[config.mk]
export PLATFORM = sky130hd
export DESIGN_NAME = fetch_execute_repeat_sequencer
export DESIGN_NICKNAME = d
export VERILOG_FILES = /design/src/seq_pkg.sv /design/src/repeat_counter.sv /design/src/fetch_execute_repeat_sequencer.sv
export VERILOG_INCLUDE_DIRS = /design/src /design/src/src
export SDC_FILE = /design/constraint.sdc
export NUM_CORES = 1
export LEC_CHECK = 0
export ABC_AREA = 1
export ABC_CLOCK_PERIOD_IN_PS = 3900
export BUFFER_PORTS_ARGS = -buffer_cell sky130_fd_sc_hd__buf_2
export CAP_MARGIN = 20
export CORE_MARGIN = 8
export CORE_UTILIZATION = 35
export CTS_CLUSTER_SIZE = 20
export DETAILED_ROUTE_END_ITERATION = 6
export GPL_ROUTABILITY_DRIVEN = 0
export PLACE_DENSITY_LB_ADDON = 0.12
export RECOVER_POWER = 50
export SLEW_MARGIN = 15
export SYNTH_ARGS = -nofsm -noshare
export SYNTH_HDL_FRONTEND = slang
export SYNTH_SLANG_ARGS = --single-unit
[constraint.sdc]
create_clock -name clk -period 3.9 [get_ports clk]
set_clock_uncertainty 0.1 [all_clocks]
set_input_delay 0 -clock clk [delete_from_list [all_inputs] [get_ports clk]]
set_output_delay 0 -clock clk [all_outputs]
set_load 0.01 [all_outputs]
[src/seq_map.svh]
`ifndef SEQ_MAP_SVH
`define SEQ_MAP_SVH
// instruction flow class codes
`define FLOW_SINGLE      3'h0
`define FLOW_TWO_CYCLE   3'h1
`define FLOW_BRANCH      3'h2
`define FLOW_TABLE       3'h3
`define FLOW_TWO_WORD    3'h4
`define FLOW_LOOP_SETUP  3'h5
`define FLOW_REPEAT      3'h6
// status register field position, repeat counter width and repeat literal width
`define RA_BIT           4
`define CNT_W            16
`define LIT_W            15
// cycle costs
`define COST_TWO_CYCLE   3'h2
`define COST_BRANCH      3'h4
`define COST_TWO_WORD    3'h4
`endif

[src/seq_pkg.sv]
package seq_pkg;
   typedef enum logic [2:0]
   {
      ST_RUN    = 3'b000,
      ST_BUSY   = 3'b001,
      ST_FLUSH  = 3'b010,
      ST_TABLE  = 3'b011,
      ST_OPER   = 3'b100,
      ST_STALL  = 3'b101
   } flow_state_e;

   // one decoded instruction handed in by the decoder
   typedef struct packed
   {
      logic        valid;
      logic [2:0]  flow;
      logic        rpt_from_reg;
      logic [14:0] rpt_lit;
      logic [15:0] rpt_reg;
      logic        addr_dep;
      logic        second_word;
   } instr_s;
endpackage

[src/repeat_counter.sv]
`timescale 1ns/1ns
`include "seq_map.svh"
module repeat_counter
(
   input  wire logic                clk,
   input  wire logic                arst_n,
   input  wire logic                load,
   input  wire logic [`CNT_W-1:0]   load_val,
   input  wire logic                step,
   input  wire logic                exc_clear,
   output logic      [`CNT_W-1:0]   count,
   output logic                     active
);
   logic [`CNT_W-1:0] count_reg;
   logic [`CNT_W-1:0] count_next;
   logic              active_reg;
   logic              active_next;
   wire               at_last = (count_reg == 16'h0001);

   // load wins over step; count stays at zero once reached
   assign count_next  = load ? load_val :
                        (step && active_reg) ? count_reg - 16'h0001 : count_reg;
   // flag only ever changes by hardware events
   assign active_next = load ? (load_val != 16'h0000) :
                        exc_clear ? 1'b0 :
                        (step && active_reg && at_last) ? 1'b0 : active_reg;

   always_ff @(posedge clk or negedge arst_n)
   begin
      if (!arst_n)
      begin
         count_reg  <= 16'h0000;
         active_reg <= 1'b0;
      end
      else
      begin
         count_reg  <= count_next;
         active_reg <= active_next;
      end
   end

   assign count  = count_reg;
   assign active = active_reg;
endmodule

[src/fetch_execute_repeat_sequencer.sv]
`timescale 1ns/1ns
`include "seq_map.svh"
// Overview of operation
// - single-word instructions retire one per cycle
// - two-cycle ops keep prefetched word
// - flow change flushes prefetch, four cycles
// - table ops replace fetch with memory cycle
// - word fetched during table held one cycle
// - two-word jump and call take four cycles
// - orphan second word executes as no-op
// - loop end equals start plus offset
// - address dependency inserts one stall cycle
// - repeat reruns the following instruction
// - executions equal count plus one
// - repeat loads sixteen-bit repeat count
// - repeat-active set when count non-zero
// - software cannot change repeat-active flag
// - program counter held while repeat-active flag set, except on a branch
// - zero count repeat acts as no-op
// - exception saves flag then clears it; a repeat load in the same cycle wins
module fetch_execute_repeat_sequencer
(
   input  wire logic                 clk,
   input  wire logic                 arst_n,
   input  wire seq_pkg::instr_s      instr,
   input  wire logic [23:0]          branch_target,
   input  wire logic [23:0]          loop_offset,
   input  wire logic                 exc_entry,
   output logic                      fetch_en,
   output logic                      table_cycle,
   output logic                      exec_en,
   output logic                      nop_exec,
   output logic                      flush,
   output logic                      pc_inc,
   output logic [23:0]               pc,
   output logic [23:0]               loop_end,
   output logic [`CNT_W-1:0]         repeat_count_reg,
   output logic                      repeat_active_flag,
   output logic [7:0]                status_low_byte,
   output logic                      status_push
);
   seq_pkg::flow_state_e state_reg;
   seq_pkg::flow_state_e state_next;
   logic [2:0]           wait_reg;
   logic [2:0]           wait_next;
   logic [23:0]          pc_reg;
   logic [23:0]          pc_next;
   logic                 first_word_reg;
   logic [2:0]           flow_reg;
   logic [`CNT_W-1:0]    cnt;
   logic                 act;
   logic                 fetch_reg;
   logic                 tbl_reg;
   logic                 exec_reg;
   logic                 nop_reg;
   logic                 flush_reg;
   logic                 inc_reg;
   logic [23:0]          lend_reg;
   logic [7:0]           srl_reg;
   logic                 push_reg;

   // decode of the incoming flow class, used by several paths
   function automatic logic is_flow(input logic [2:0] f, input logic [2:0] want);
      is_flow = (f == want);
   endfunction

   wire               run       = (state_reg == seq_pkg::ST_RUN);
   wire               take      = run && instr.valid;
   wire               orphan    = take && instr.second_word && !first_word_reg;
   wire               do_rpt    = take && is_flow(instr.flow, `FLOW_REPEAT);
   wire               do_two    = take && is_flow(instr.flow, `FLOW_TWO_CYCLE);
   wire               do_br     = take && is_flow(instr.flow, `FLOW_BRANCH);
   wire               do_tbl    = take && is_flow(instr.flow, `FLOW_TABLE);
   wire               do_2w     = take && !orphan && is_flow(instr.flow, `FLOW_TWO_WORD);
   wire               do_loop   = take && !orphan && is_flow(instr.flow, `FLOW_LOOP_SETUP);
   wire               do_dep    = take && instr.addr_dep;
   // repeat count: literal zero-extended, or full working register
   wire [`CNT_W-1:0]  rpt_val   = instr.rpt_from_reg ? instr.rpt_reg :
                                  {1'b0, instr.rpt_lit};
   // each execution while the loop is active consumes one count
   wire               rpt_step  = take && act && !do_rpt;
   // pc held for every non-branch take that finds the repeat-active flag set; the repeat itself
   // steps onto its target and the last run, with count zero, moves on
   wire               hold_pc   = act;
   wire               exc_clr   = exc_entry;

   repeat_counter u_rc
   (
      .clk       (clk),
      .arst_n    (arst_n),
      .load      (do_rpt),
      .load_val  (rpt_val),
      .step      (rpt_step),
      .exc_clear (exc_clr),
      .count     (cnt),
      .active    (act)
   );

   // next state: extra cycles for the multi-cycle flow classes
   always_comb
   begin
      state_next = state_reg;
      wait_next  = wait_reg;
      unique case (state_reg)
         seq_pkg::ST_RUN:
         begin
            if (do_dep)
            begin
               state_next = seq_pkg::ST_STALL;
               wait_next  = 3'h1;
            end
            else if (do_two || do_loop)
            begin
               state_next = seq_pkg::ST_BUSY;
               wait_next  = `COST_TWO_CYCLE - 3'h1;
            end
            else if (do_br)
            begin
               state_next = seq_pkg::ST_FLUSH;
               wait_next  = `COST_BRANCH - 3'h1;
            end
            else if (do_2w)
            begin
               state_next = seq_pkg::ST_OPER;
               wait_next  = `COST_TWO_WORD - 3'h1;
            end
            else if (do_tbl)
            begin
               state_next = seq_pkg::ST_TABLE;
               wait_next  = 3'h1;
            end
         end
         seq_pkg::ST_BUSY, seq_pkg::ST_FLUSH, seq_pkg::ST_TABLE,
         seq_pkg::ST_OPER, seq_pkg::ST_STALL:
         begin
            wait_next = wait_reg - 3'h1;
            if (wait_reg == 3'h1)
               state_next = seq_pkg::ST_RUN;
         end
         default:
            state_next = seq_pkg::ST_RUN;
      endcase
   end

   // program counter: flow change loads target, repeat inhibits increment
   assign pc_next = do_br ? branch_target :
                    (take && !hold_pc) ? pc_reg + 24'h000002 : pc_reg;

   always_ff @(posedge clk or negedge arst_n)
   begin
      if (!arst_n)
      begin
         state_reg <= seq_pkg::ST_RUN;
         wait_reg  <= 3'h0;
         pc_reg    <= 24'h000000;
      end
      else
      begin
         state_reg <= state_next;
         wait_reg  <= wait_next;
         pc_reg    <= pc_next;
      end
   end

   // remember whether the last word taken opened a two-word instruction
   always_ff @(posedge clk or negedge arst_n)
   begin
      if (!arst_n)
      begin
         first_word_reg <= 1'b0;
         flow_reg       <= `FLOW_SINGLE;
      end
      else if (take)
      begin
         first_word_reg <= is_flow(instr.flow, `FLOW_TWO_WORD) ||
                           is_flow(instr.flow, `FLOW_LOOP_SETUP);
         flow_reg       <= instr.flow;
      end
   end

   // registered pipeline controls; all outputs come from flip-flops
   always_ff @(posedge clk or negedge arst_n)
   begin
      if (!arst_n)
      begin
         fetch_reg <= 1'b1;
         tbl_reg   <= 1'b0;
         exec_reg  <= 1'b0;
         nop_reg   <= 1'b0;
         flush_reg <= 1'b0;
         inc_reg   <= 1'b0;
      end
      else
      begin
         // table cycle replaces the fetch; a repeat stops fetching too
         fetch_reg <= !(state_next == seq_pkg::ST_TABLE) && !hold_pc;
         tbl_reg   <= (state_next == seq_pkg::ST_TABLE);
         exec_reg  <= take;
         nop_reg   <= orphan;
         flush_reg <= do_br;
         inc_reg   <= take && !hold_pc && !do_br;
      end
   end

   // loop end address formed from second word offset
   always_ff @(posedge clk or negedge arst_n)
   begin
      if (!arst_n)
         lend_reg <= 24'h000000;
      else if (do_loop)
         lend_reg <= pc_reg + 24'h000004 + loop_offset;
   end

   // exception entry: stack low status byte holding the pre-clear flag
   always_ff @(posedge clk or negedge arst_n)
   begin
      if (!arst_n)
      begin
         srl_reg  <= 8'h00;
         push_reg <= 1'b0;
      end
      else
      begin
         srl_reg  <= {3'h0, act, 4'h0};
         push_reg <= exc_entry;
      end
   end

   assign fetch_en           = fetch_reg;
   assign table_cycle        = tbl_reg;
   assign exec_en            = exec_reg;
   assign nop_exec           = nop_reg;
   assign flush              = flush_reg;
   assign pc_inc             = inc_reg;
   assign pc                 = pc_reg;
   assign loop_end           = lend_reg;
   assign repeat_count_reg   = cnt;
   assign repeat_active_flag = act;
   assign status_low_byte    = srl_reg;
   assign status_push        = push_reg;
endmodule

# Yosys cells after proc, flatten, opt, wreduce, memory -nomap -nowiden
# Index checks and enable logic that the tools add are counted.
word_totals:
  regBits: 80
  inputBits: 89
  out_inout_bits: 80
  elab_cells: 90
op_classes:
  n_addsub: 5
  n_eq_ne: 15
  mux: 21
  n_reduce_logical: 34
ops:
  columns: ["operator", "n"]
  rows:
  - ["16-bit two-way mux", 3]
  - ["24-bit two-way mux", 2]
  - ["3-bit two-way mux", 11]
  - ["24-bit by 2-bit adder with 24-bit output, second input constant", 1]
  - ["24-bit adder", 1]
  - ["24-bit by 3-bit adder with 24-bit output, second input constant", 1]
  - ["1-bit logical AND", 18]
  - ["16-bit by 1-bit == test with 1-bit output, second input constant", 1]
  - ["16-bit nonzero test", 1]
  - ["16-bit by 1-bit subtractor with 16-bit output, second input constant", 1]
  - ["3-bit by 2-bit == test with 1-bit output, second input constant", 5]
  - ["3-bit == test, second input constant", 5]
  - ["3-bit case mux with 2 select lines", 2]
  - ["3-bit by 1-bit == test with 1-bit output, second input constant", 3]
  - ["1-bit logical NOT", 6]
  - ["6-bit by 1-bit != test with 1-bit output, second input constant", 1]
  - ["2-bit nonzero test", 3]
  - ["5-bit OR reduction", 1]
  - ["3-bit logical NOT", 1]
  - ["1-bit two-way mux", 3]
  - ["3-bit nonzero test", 1]
  - ["3-bit by 1-bit subtractor with 3-bit output, second input constant", 1]
  - ["1-bit logical OR", 2]
  - ["2-bit AND reduction", 1]

# Longest topological paths before layout
# Gate-level depths: netlist (run 1).
logic_depth:
  depth_word: 15
  depth_mapped: 15
  depth_no_buf: 15

# Cells and area by module
# From an unflattened synthesis (run 1), not the netlist that was laid out.
unflattened:
  hier_cells: 984
  hier_area_um2: 6627.6
modules_own_cells:
  columns: ["module", "instances", "cells_per_inst", "area_per_inst_um2", "seq_area_each_um2"]
  rows:
  - ["fetch_execute_repeat_sequencer", 1, 790, 5377.7, 1577.8]
  - ["repeat_counter", 1, 194, 1249.9, 425.4]

# Worst setup path after synthesis (run 1)
# Ideal clock, no wire load.
synth_timing:
  path_type: "register to register"
  start: "register pc_reg[1], in the netlist pc[1]"
  end: "register lend_reg[13], in the netlist loop_end[13]"
  setup_ps: 117
  t_arrival_ps: 1966
  required_ps: 3683
  slack_ps: 1716
  path_stages_with_launch: 12
  n_path_buf: 0
  path_cell_list: "dfrtp_1 -> ha_1 -> ha_1 -> fa_1 -> nand2_1 -> nand2_1 -> nand2_1 -> o21ai_1 -> nand2_1 -> nand3b_1 -> nand3_1 -> nand2_1"
synth_via:
  elab_chain_cells: 2
synth_rtl:
  columns: ["element", "line_no", "rtl"]
  rows:
  - ["start: declaration", "fetch_execute_repeat_sequencer.sv:46", "logic [23:0] pc_reg;"]
  - ["start signal: assignment", "fetch_execute_repeat_sequencer.sv:161", "pc_reg <= pc_next;"]
  - ["24-bit by 3-bit adder with 24-bit output", "fetch_execute_repeat_sequencer.sv:211", "lend_reg <= pc_reg + 24'h000004 + loop_offset;"]
  - ["24-bit adder", "fetch_execute_repeat_sequencer.sv:211", null]
  - ["end signal: assignment", "fetch_execute_repeat_sequencer.sv:211", null]
  - ["end: declaration", "fetch_execute_repeat_sequencer.sv:58", "logic [23:0] lend_reg;"]
# Every way passes these cells.
# A chain may end at the register's enable or synchronous reset.

# Worst setup path in the final report (run 1)
# Same ends and word-level chain as after synthesis.

==> results.py, run 1 <==
metrics = {
    "status": {
        "status": "finished clean",
    },
    "pwr": {
        "ir_worst_vdd_uv": 246,
        "p_int_mw": 2.74,
        "power_leakage_nw": 4.42,
        "switching_power_mw": 2.55,
        "p_sw_share_pct": 48.3,
        "design_power_total_mw": 5.29,
        "p_clk_share_pct": 17.3,
        "power_density_nw_per_um2": 641,
        "seqPwrFrac_pct": 29.8,
        "power_frac_comb_pct": 52.9,
    },
    "cells_and_area": {
        "nets": 1315,
        "stdcell_count": 1409,
        "antennaDiodeCount": 0,
        "nFillCells": 1925,
        "layout-drive-gt1-share_pct": 12.2,
        "finish.utilization_pct": 45.8,
        "area_delta_synth_final_pct": 28.3,
    },
    "global_routing": {
        "grt_pass1_wl_mm": 34.0,
        "antenna_found_initial": 4,
        "grt_usage_pct": 18.9,
        "grt.overflow.total": 0,
        "grt_max_degree": 52,
        "grt_pass1_vias": 6396,
    },
    "routing": {
        "wl_per_cell_um": 15.3,
        "vias": 6665,
        "dr.first_iter.drc_count": 402,
        "drc": 0,
        "vias_per_cell": 4.73,
        "postRouteAntennaNets": 0,
        "dr.pass1.iters": 5,
        "routed_wirelength_mm": 21.6,
    },
    "placement": {
        "portBuffers": 161,
        "hpwl_mm": 17.1,
        "pre_cts_slack_ns": 1.33,
        "place_inst": 1331,
    },
    "clocking": {
        "clockBufferDepth": 2,
        "cts_hold_buf": 62,
        "worst_skew_pair.late_latency_ns": 0.35,
        "numCtsBuffers": 9,
        "cts.sinks": 80,
        "clkTransAtPathRegs_ns": 0.07,
        "h-tree-depth": 3,
        "cts_tree": "done",
        "cts_setup_buffers": 0,
        "post_cts_resized": 0,
        "clockRootBuffer": "clkbuf_16",
    },
    "sta": {
        "period_share_pct": 68.3,
        "tightest_slew_ns": 0.719,
        "finalSetupViolCount": 0,
        "finalHoldViolations": 0,
        "fin_ws_ns": 1.24,
        "fmax_mhz": 376,
        "relSlewSlack_pct": 52.0,
        "period_needed_ns": 2.66,
        "drv_slew": 0,
        "grt_setup_unrepaired": "no",
        "setup_tns_ns": 0,
    },
    "job": {
        "max-cap-violations": 0,
    },
    "worst_setup_path": {
        "start_kind": "flop",
        "cp.arrival_ns": 2.80,
        "cp-end-kind": "flop",
        "crit_chain": "ha_1, ha_1, fa_1, nand2_1, nand2_1, nand2_1, o21ai_1, nand2_1, nand2_1, nand2_1, nand3_1, nand2_1",
        "critPathKind": "flop to flop",
        "slowest_delay_ns": 0.50,
        "slowest_stage": "dfrtp_1",
        "cp.required_ns": 4.04,
        "r2r_start": "pc[1]$_DFFE_PN0P_",
        "crit_path_frequent_cell": "nand2_1",
        "cp_max_fo": 6,
        "critPathLaunch": "pc[1]$_DFFE_PN0P_",
    },
    "synth": {
        "ys_seq_area_share_pct": 31.1,
        "yosysTopAreaCellShare_pct": 30.7,
        "yosysTopAreaCell": "dfrtp_1",
        "syn_area_um2": 6440,
        "synthCells": 954,
        "synth.distinct_cells": 41,
        "postSynthAreaPerCell_um2": 6.75,
        "yosys-top-cells-area": "dfrtp_1 31%, nand2_1 21%, ha_1 9.7%",
        "yosys_warnings": 0,
        "ys_seq_elements": 80,
    },
    "floorplanning": {
        "initial_core_util_pct": 35.7,
        "die_area_um2": 23000,
        "die_y_um": 152,
        "die_width_um": 152,
        "fp-row-count": 49,
        "core_um2": 18000,
        "io_pins": 169,
    },
    "worst_hold_path": {
        "hold_path.class": "input pin to flop",
        "min-delay-start": "loop_offset[1]",
    },
}
[final timing paths]
| kind | cells past startpoint | end | slack (ns) |
|---|---|---|---|
| worst max register to register | 12 | loop_end[13]$_DFFE_PN0P_ | 1.24 |
| max in group asynchronous | 3 | u_rc.count[5]$_DFFE_PN0P_ | 2.69 |
| worst min-delay path | 5 | loop_end[1]$_DFFE_PN0P_ | 0.02 |
| worst min register to register | 2 | loop_end[2]$_DFFE_PN0P_ | 0.38 |
| worst max-delay path | 12 | loop_end[13]$_DFFE_PN0P_ | 1.24 |
| min in group asynchronous | 2 | loop_end[20]$_DFFE_PN0P_ | 0.14 |
[metrics by stage]
stage	area [um2]	hold WS, ns
4_1_cts	8340	0.000148
2_1_floorplan	6460	-0.396
5_1_grt	8260	0.0624
3_5_place_dp	7410	-0.00323
6_report	8260	0.0213
3_3_place_gp	7410	-0.00513
[cell usage in the layout (no fill, tap or decap), types with 12 or more instances in the layout]
cell type      netlist  layout
ha_1                50      50
dfrtp_1             79      79
nand2_1            366     366
a21oi_1             24      24
o21ai_0             19      19
xor2_1              15      15
inv_1              119     119
xnor2_1             14      14
dlygate4sd3_1        0      62
buf_2                6      96
nand3_1             67      67
nand4_1             12      12
clkbuf_1             1      64
nor2_1              80      81
[cell usage after synthesis (all sizes together)]
cell / number
nand4: 12
nor4: 1
ha: 50
o31ai: 1
nand2: 370
xnor2: 14
o311ai: 1
conb: 1
clkbuf: 1
dfrtp: 79
buf: 20
clkinv: 2
fa: 1
inv: 126
nor3: 10
o21ai: 25
or2: 6
nor2: 87
nand3b: 9
a22oi: 8
xor2: 15
o211ai: 8
dfstp: 1
a21oi: 25
mux2i: 6
o221ai: 5
and2: 1
nand3: 69
[layer usage]
| metal | track usage, % | vias up | part of all wire, % |
|---|---|---|---|
| met1 | 24.6 | 2972 | 45 |
| met2 | 30.0 | 211 | 45 |
| met5 | 0 | - | 0.21 |
| met3 | 5.32 | 24 | 8.1 |
| met4 | 5.29 | 8 | 1.3 |
| li1 | - | 3450 | - |
[layout make-up]
type                    instances  area [um2]  share of cell area [%]
multi-input cells             731        3800                    46.1
flip-flops and latches         80        2000                    24.3
repair buffers                225        1360                    16.5
inverters                     128         483                    5.85
well taps                     229         287                    3.47
clock buffers                  10         239                    2.89
clock inverters                 6        76.3                   0.924
[worst max-delay path, delay by kind of cell, from the launching register on]
kind	cells	cell delay [ns]
compound gates	1	0.33
fa+ha+maj	3	0.91
flops	1	0.50
simple gates	8	0.71
[kinds of logic after synthesis]
group	Yosys count	synth area share [%]
AND/OR/NAND/NOR	565	36.7
multiplexers	6	0.933
flip-flops	80	31.1
AO/OA/AOI/OAI	73	7.23
adder cells (fa/ha/maj)	51	10.0
other	1	0.0583
buffers and inverters	149	10.0
XOR/XNOR	29	3.95
[power by group through the flow]
stage	combinational [mW]	clock (mW)	sequential [mW]
global placement	2.83	0	1.58
finish	2.80	0.914	1.58
CTS	2.91	0.939	1.57
detailed placement	2.83	0	1.58
global route	3.18	0.968	1.63
floorplan	1.83	0	1.61
Note: power is estimated with default switching activity, not from simulation.
==> run 2, diff against run 1 <==
--- a/config.mk
+++ b/config.mk
@@ -6,8 +6,8 @@
 export SDC_FILE = /design/constraint.sdc
 export NUM_CORES = 1
 export LEC_CHECK = 0
-export ABC_AREA = 1
-export ABC_CLOCK_PERIOD_IN_PS = 3900
+export ABC_AREA = 0
+export ABC_CLOCK_PERIOD_IN_PS = 2400
 export BUFFER_PORTS_ARGS = -buffer_cell sky130_fd_sc_hd__buf_2
 export CAP_MARGIN = 20
 export CORE_MARGIN = 8
==> constraint.sdc (replaced) <==
create_clock -name clk -period 2.4 [get_ports clk]
set_clock_uncertainty 0.1 [all_clocks]
set_input_delay 0 -clock clk [delete_from_list [all_inputs] [get_ports clk]]
set_output_delay 0 -clock clk [all_outputs]
set_load 0.01 [all_outputs]
==> results.py, run 2 <==
metrics = {
    "cells_and_area": {
        "final_common_cell": "buf_2",
        "layout_common_cells": "109 x buf_2, 80 x nand2_1, 75 x dfrtp_1",
        "nFillCells": 1531,
        "seq_area_um2": 2010,
        "layout-drive-gt1-share_pct": 29.8,
        "nets": 1052,
        "multi_input_area_um2": 3690,
        "area_delta_synth_final_pct": 50.3,
    },
    "synth": {
        "synthCells": 612,
        "ys_seq_elements": 80,
        "yosys-top-cells-area": "dfrtp_1 36%, ha_1 11%, o21ai_0 5.6%",
        "ys.flop_type": "dfrtp_1",
        "syn_area_um2": 5560,
        "yosys_warnings": 0,
        "yosysMostFrequentCell": "nand2_1",
        "synth_common_cells": "81 x nand2_1, 79 x dfrtp_1, 62 x o21ai_0",
        "ys_seq_area_share_pct": 36.0,
        "postSynthAreaPerCell_um2": 9.09,
        "synth.distinct_cells": 67,
        "yosysTopAreaCellShare_pct": 35.5,
        "async_flop_share_pct": 100,
        "synth_edf_count": 0,
        "yosysTopAreaCell": "dfrtp_1",
    },
    "clocking": {
        "h-tree-depth": 3,
        "clkTransAtPathRegs_ns": 0.06,
        "clockBufferDepth": 2,
        "cts.sinks": 80,
        "cts_tree": "done",
        "numCtsBuffers": 9,
        "clockRootBuffer": "clkbuf_16",
        "worst_skew_pair.late_latency_ns": 0.34,
    },
    "sta": {
        "period_needed_ns": 2.65,
        "fin_ws_ns": -0.248,
        "finalHoldViolations": 1,
        "drv_slew": 0,
        "grt_setup_unrepaired": "yes",
        "hold-worst-slack_ns": -0.00881,
        "tightest_slew_ns": 1.19,
        "period_share_pct": 110,
        "fmax_mhz": 378,
        "finalSetupViolCount": 13,
        "relSlewSlack_pct": 20.7,
    },
    "routing": {
        "routed_wirelength_mm": 18.6,
        "drc": 0,
        "vias_per_cell": 4.99,
        "dr.pass1.iters": 4,
        "postRouteAntennaNets": 0,
        "dr.first_iter.drc_count": 193,
        "wl_per_cell_um": 16.5,
        "vias": 5655,
    },
    "worst_setup_path": {
        "slowest_stage": "dfrtp_1",
        "cp-end-kind": "flop",
        "cp_max_fo": 3,
        "cp.required_ns": 2.52,
        "crit_chain": "inv_1, ha_1, inv_2, ha_4, a211oi_2, o21bai_1, a211o_1, a31o_4, a311oi_2, xor2_1, o21ai_1",
        "start_kind": "flop",
        "worst-path-buf-inv": 2,
        "critPathKind": "flop to flop",
        "cpLargestDelayFamily": "compound AO/OA/AOI/OAI gates",
        "cp.arrival_ns": 2.77,
        "slowest_delay_ns": 0.35,
    },
    "status": {
        "status": "finished with violations",
        "violations": "hold timing, setup timing",
    },
    "placement": {
        "portBuffers": 161,
        "pre_cts_slack_ns": -0.268,
        "hpwl_mm": 14.3,
    },
    "global_routing": {
        "antenna_found_initial": 1,
        "grt.overflow.total": 0,
        "grt_pass1_wl_mm": 30.3,
        "grt_usage_pct": 18.8,
        "grt_max_degree": 44,
        "grt_pass1_vias": 6065,
    },
    "floorplanning": {
        "die_width_um": 142,
        "die_y_um": 142,
        "initial_core_util_pct": 35.4,
        "core_um2": 15700,
        "die_area_um2": 20200,
        "fp-row-count": 46,
        "io_pins": 169,
    },
    "pwr": {
        "ir_worst_vdd_uv": 421,
        "design_power_total_mw": 9.99,
        "power_leakage_nw": 3.78,
        "power_density_nw_per_um2": 1200,
    },
    "worst_hold_path": {
        "hold_path.class": "input pin to flop",
    },
    "job": {
        "max-cap-violations": 0,
    },
}
==> run 2: changes by cell type after synthesis, sizes merged, moves of 9 or more <==
| cell | change |
|---|---|
| nand2 | -288 |
| inv | -108 |
| nor2 | -52 |
| nand3 | -50 |
| o21ai | +47 |
| clkbuf | +16 |
| xnor2 | +14 |
| xor2 | +10 |
| and3 | +9 |
| mux2i | +9 |
==> run 2: kinds of logic (layout without fill, tap and decap cells) <==
| group | after synthesis | count (layout) | share of synthesized area, % |
|---|---|---|---|
| buffers and inverters | 47 | 345 | 3.96 |
| other | 1 | 8 | 0.0674 |
| multiplexers | 22 | 22 | 4.12 |
| flip-flops | 80 | 80 | 36.0 |
| adder cells (fa/ha/maj) | 51 | 51 | 11.6 |
| AND/OR/NAND/NOR | 205 | 205 | 19.1 |
| AO/OA/AOI/OAI | 153 | 153 | 16.8 |
| XOR/XNOR | 53 | 53 | 8.35 |
==> run 2: final timing paths <==
path | endpoint | slack, ns | depth (start not counted) | from
worst max register to register | loop_end[18]$_DFFE_PN0P_ | -0.25 | 11 | pc[2]$_DFFE_PN0P_
worst max-delay path | loop_end[18]$_DFFE_PN0P_ | -0.25 | 11 | pc[2]$_DFFE_PN0P_
worst min register to register | loop_end[4]$_DFFE_PN0P_ | 0.37 | 2 | loop_end[4]$_DFFE_PN0P_
max in group asynchronous | pc[10]$_DFFE_PN0P_ | 0.78 | 3 | arst_n
min in group asynchronous | loop_end[4]$_DFFE_PN0P_ | 0.34 | 2 | arst_n
worst min-delay path | u_rc.active$_DFFE_PN0P_ | -0.009 | 5 | instr[21]
==> run 2: area by class of cell <==
cell class / count / share of cell area, %
timing repair buffer: 312 / 24.1
multi-input combinational: 491 / 44.2
clock buffer: 11 / 2.78
inverter: 18 / 0.809
tap: 216 / 3.23
antenna: 1 / 0.0299
sequential: 80 / 24.0
clock inverter: 4 / 0.838
==> run 2: worst register-to-register path: stages, from the launching register on <==
cell	delay [ns]
dfrtp_1	0.35
inv_1	0.05
ha_1	0.29
inv_2	0.09
ha_4	0.20
a211oi_2	0.19
o21bai_1	0.11
a211o_1	0.35
a31o_4	0.28
a311oi_2	0.26
xor2_1	0.19
o21ai_1	0.07
==> run 2: per-layer routing <==
metal,GRT usage (%),up-vias,share of wire [%]
li1,-,2783,-
met1,22.0,2671,42
met2,33.2,167,49
met3,4.06,34,6.6
met4,6.67,0,2.1
met5,0,-,0
==> run 2: stage by stage <==
stage	utilization (%)	cells	hold WS [ns]	cell area, um2	TNS, ns
after global routing	53.2	1133	0.0185	8360	-4.13
after global placement	46.4	1050	-0.0558	7290	-1.61
after CTS	53.1	1130	0.00298	8350	-1.72
after floorplan	-	618	-0.396	5720	-0.712
final	53.2	1133	-0.00881	8360	-2.05
after detailed placement	46.4	1050	-0.0434	7290	-2.12
==> run 2: what timing repair did <==
item	in CTS	in global routing
endpoints found under the setup margin	13	21
setup buffers	1	3
endpoints found under the hold margin	90	0
pin swaps	10	11
gates resized for setup	23	22
hold buffers	64	0
==> run 2: power by group <==
group	total (mW)	switching (mW)	internal, mW
Clock	1.48	0.573	0.904
Sequential	2.39	0.450	1.94
Combinational	6.12	3.24	2.88
Total	9.99	4.26	5.73
==> run 3, diff against run 2 <==
--- a/config.mk
+++ b/config.mk
@@ -11,7 +11,7 @@
 export BUFFER_PORTS_ARGS = -buffer_cell sky130_fd_sc_hd__buf_2
 export CAP_MARGIN = 20
 export CORE_MARGIN = 8
-export CORE_UTILIZATION = 35
+export CORE_UTILIZATION = 41
 export CTS_CLUSTER_SIZE = 20
 export DETAILED_ROUTE_END_ITERATION = 6
 export GPL_ROUTABILITY_DRIVEN = 0
==> results.py, run 3 (synthesis results as in run 2) <==
metrics = {
    "status": {
        "violations": "capacitance limit, slew limit, setup timing",
        "status": "finished with violations",
    },
    "cells_and_area": {
        "final_common_cell": "buf_2",
        "layout-drive-gt1-share_pct": 34.1,
        "nFillCells": 1159,
        "area_delta_synth_final_pct": 51.5,
        "layout_common_cells": "130 x buf_2, 89 x buf_4, 80 x nand2_1",
        "nets": 1058,
        "final_area_um2": 8430,
        "finish.utilization_pct": 63.6,
    },
    "routing": {
        "routed_wirelength_mm": 18.5,
        "wl_per_cell_um": 16.8,
        "drc": 0,
        "met2_length_mm": 9.28,
        "vias": 5752,
        "highest_layer": "met4",
        "met1_length_mm": 7.75,
        "postRouteAntennaNets": 0,
        "vias_per_cell": 5.23,
        "dr.pass1.iters": 5,
        "wl_met3_mm": 1.05,
        "dr.first_iter.drc_count": 380,
    },
    "floorplanning": {
        "die_area_um2": 17500,
        "fp-row-count": 42,
        "io_pins": 169,
        "die_width_um": 132,
        "initial_core_util_pct": 42.0,
        "core_um2": 13200,
        "die_y_um": 132,
    },
    "pwr": {
        "power_density_nw_per_um2": 1190,
        "power_leakage_nw": 3.93,
        "ir_worst_vdd_uv": 485,
    },
    "sta": {
        "relSlewSlack_pct": -31.7,
        "drv_slew": 35,
        "period_needed_ns": 2.61,
        "setup_tns_ns": -2.00,
        "fmax_mhz": 383,
        "finalSetupViolCount": 14,
        "grt_setup_unrepaired": "yes",
        "finalHoldViolations": 0,
        "tightest_slew_ns": 1.97,
        "period_share_pct": 109,
        "fin_ws_ns": -0.209,
    },
    "clocking": {
        "cts_tree": "done",
        "worst_skew_pair.late_latency_ns": 0.35,
        "clockRootBuffer": "clkbuf_16",
        "cts.sinks": 80,
        "numCtsBuffers": 9,
        "clkTransAtPathRegs_ns": 0.06,
        "clockBufferDepth": 2,
        "h-tree-depth": 3,
    },
    "worst_setup_path": {
        "start_kind": "flop",
        "cp_max_fo": 3,
        "critPathKind": "flop to flop",
        "cp-end-kind": "flop",
        "cp.required_ns": 2.51,
        "cp.arrival_ns": 2.72,
    },
    "worst_hold_path": {
        "hold_path.class": "input pin to flop",
    },
    "global_routing": {
        "grt_usage_pct": 20.7,
        "antenna_found_initial": 1,
        "grt.overflow.total": 0,
        "grt_max_degree": 48,
        "grt_pass1_wl_mm": 29.9,
        "grt_pass1_vias": 6098,
    },
    "job": {
        "max-cap-violations": 1,
    },
    "placement": {
        "post_dp_cell_area_um2": 7250,
        "portBuffers": 161,
        "hpwl_mm": 13.9,
    },
}
run 3: cell type report:
class	count	area, um2	share of cell area, %
clock inverter	5	55.1	0.653
clock buffer	11	253	3.00
sequential	80	2010	23.8
timing repair buffer	318	2140	25.4
tap	176	220	2.61
inverter	18	67.6	0.802
antenna	1	2.50	0.0297
multi-input combinational	491	3680	43.6
run 3: final timing paths:
path	start	cells past startpoint	endpoint	slack [ns]
max	pc[1]$_DFFE_PN0P_	10	loop_end[18]$_DFFE_PN0P_	-0.21
min	loop_offset[23]	4	loop_end[23]$_DFFE_PN0P_	0.005
max reg2reg	pc[1]$_DFFE_PN0P_	10	loop_end[18]$_DFFE_PN0P_	-0.21
min reg2reg	loop_end[6]$_DFFE_PN0P_	2	loop_end[6]$_DFFE_PN0P_	0.37
max in group asynchronous	arst_n	3	pc[7]$_DFFE_PN0P_	0.15
min in group asynchronous	arst_n	2	loop_end[4]$_DFFE_PN0P_	0.65
run 3: repair_timing:
item | 4_1_cts | 5_1_grt
endpoints found under the setup margin | 13 | 24
resized for setup | 21 | 23
pin swaps | 10 | 15
buffers inserted | 2 | 10
cloned | 0 | 0
hold buffers | 62 | 1
endpoints found under the hold margin | 128 | 1
run 3: critical path, stage by stage (launching register included):
cell	delay [ns]
dfrtp_2	0.42
ha_4	0.23
ha_4	0.17
buf_4	0.13
a211oi_2	0.20
o21bai_1	0.10
a211o_1	0.37
a31o_4	0.28
a311oi_2	0.25
xor2_1	0.17
o21ai_1	0.07
run 3: layer usage:
layer	vias up	GRT usage (%)
met3	30	5.00
met1	2745	23.5
met2	183	36.8
met4	0	8.01
met5	-	0
li1	2794	-
run 3: per-stage QoR:
step,power (mW),std cells,hold WS (ns),worst slack (ns)
after floorplan,5.72,618,-0.396,-0.191
final,10.0,1100,0.00509,-0.209
after global placement,7.97,1009,-0.114,-0.180
after CTS,9.90,1089,0.00332,-0.225
after global routing,10.8,1100,0.0369,-0.317
after detailed placement,8.12,1009,-0.112,-0.268
run 3: power breakdown:
group	switching, mW	internal, mW	total [mW]
sequential	0.464	1.94	2.41
combinational	3.18	3.01	6.19
clock	0.565	0.859	1.42
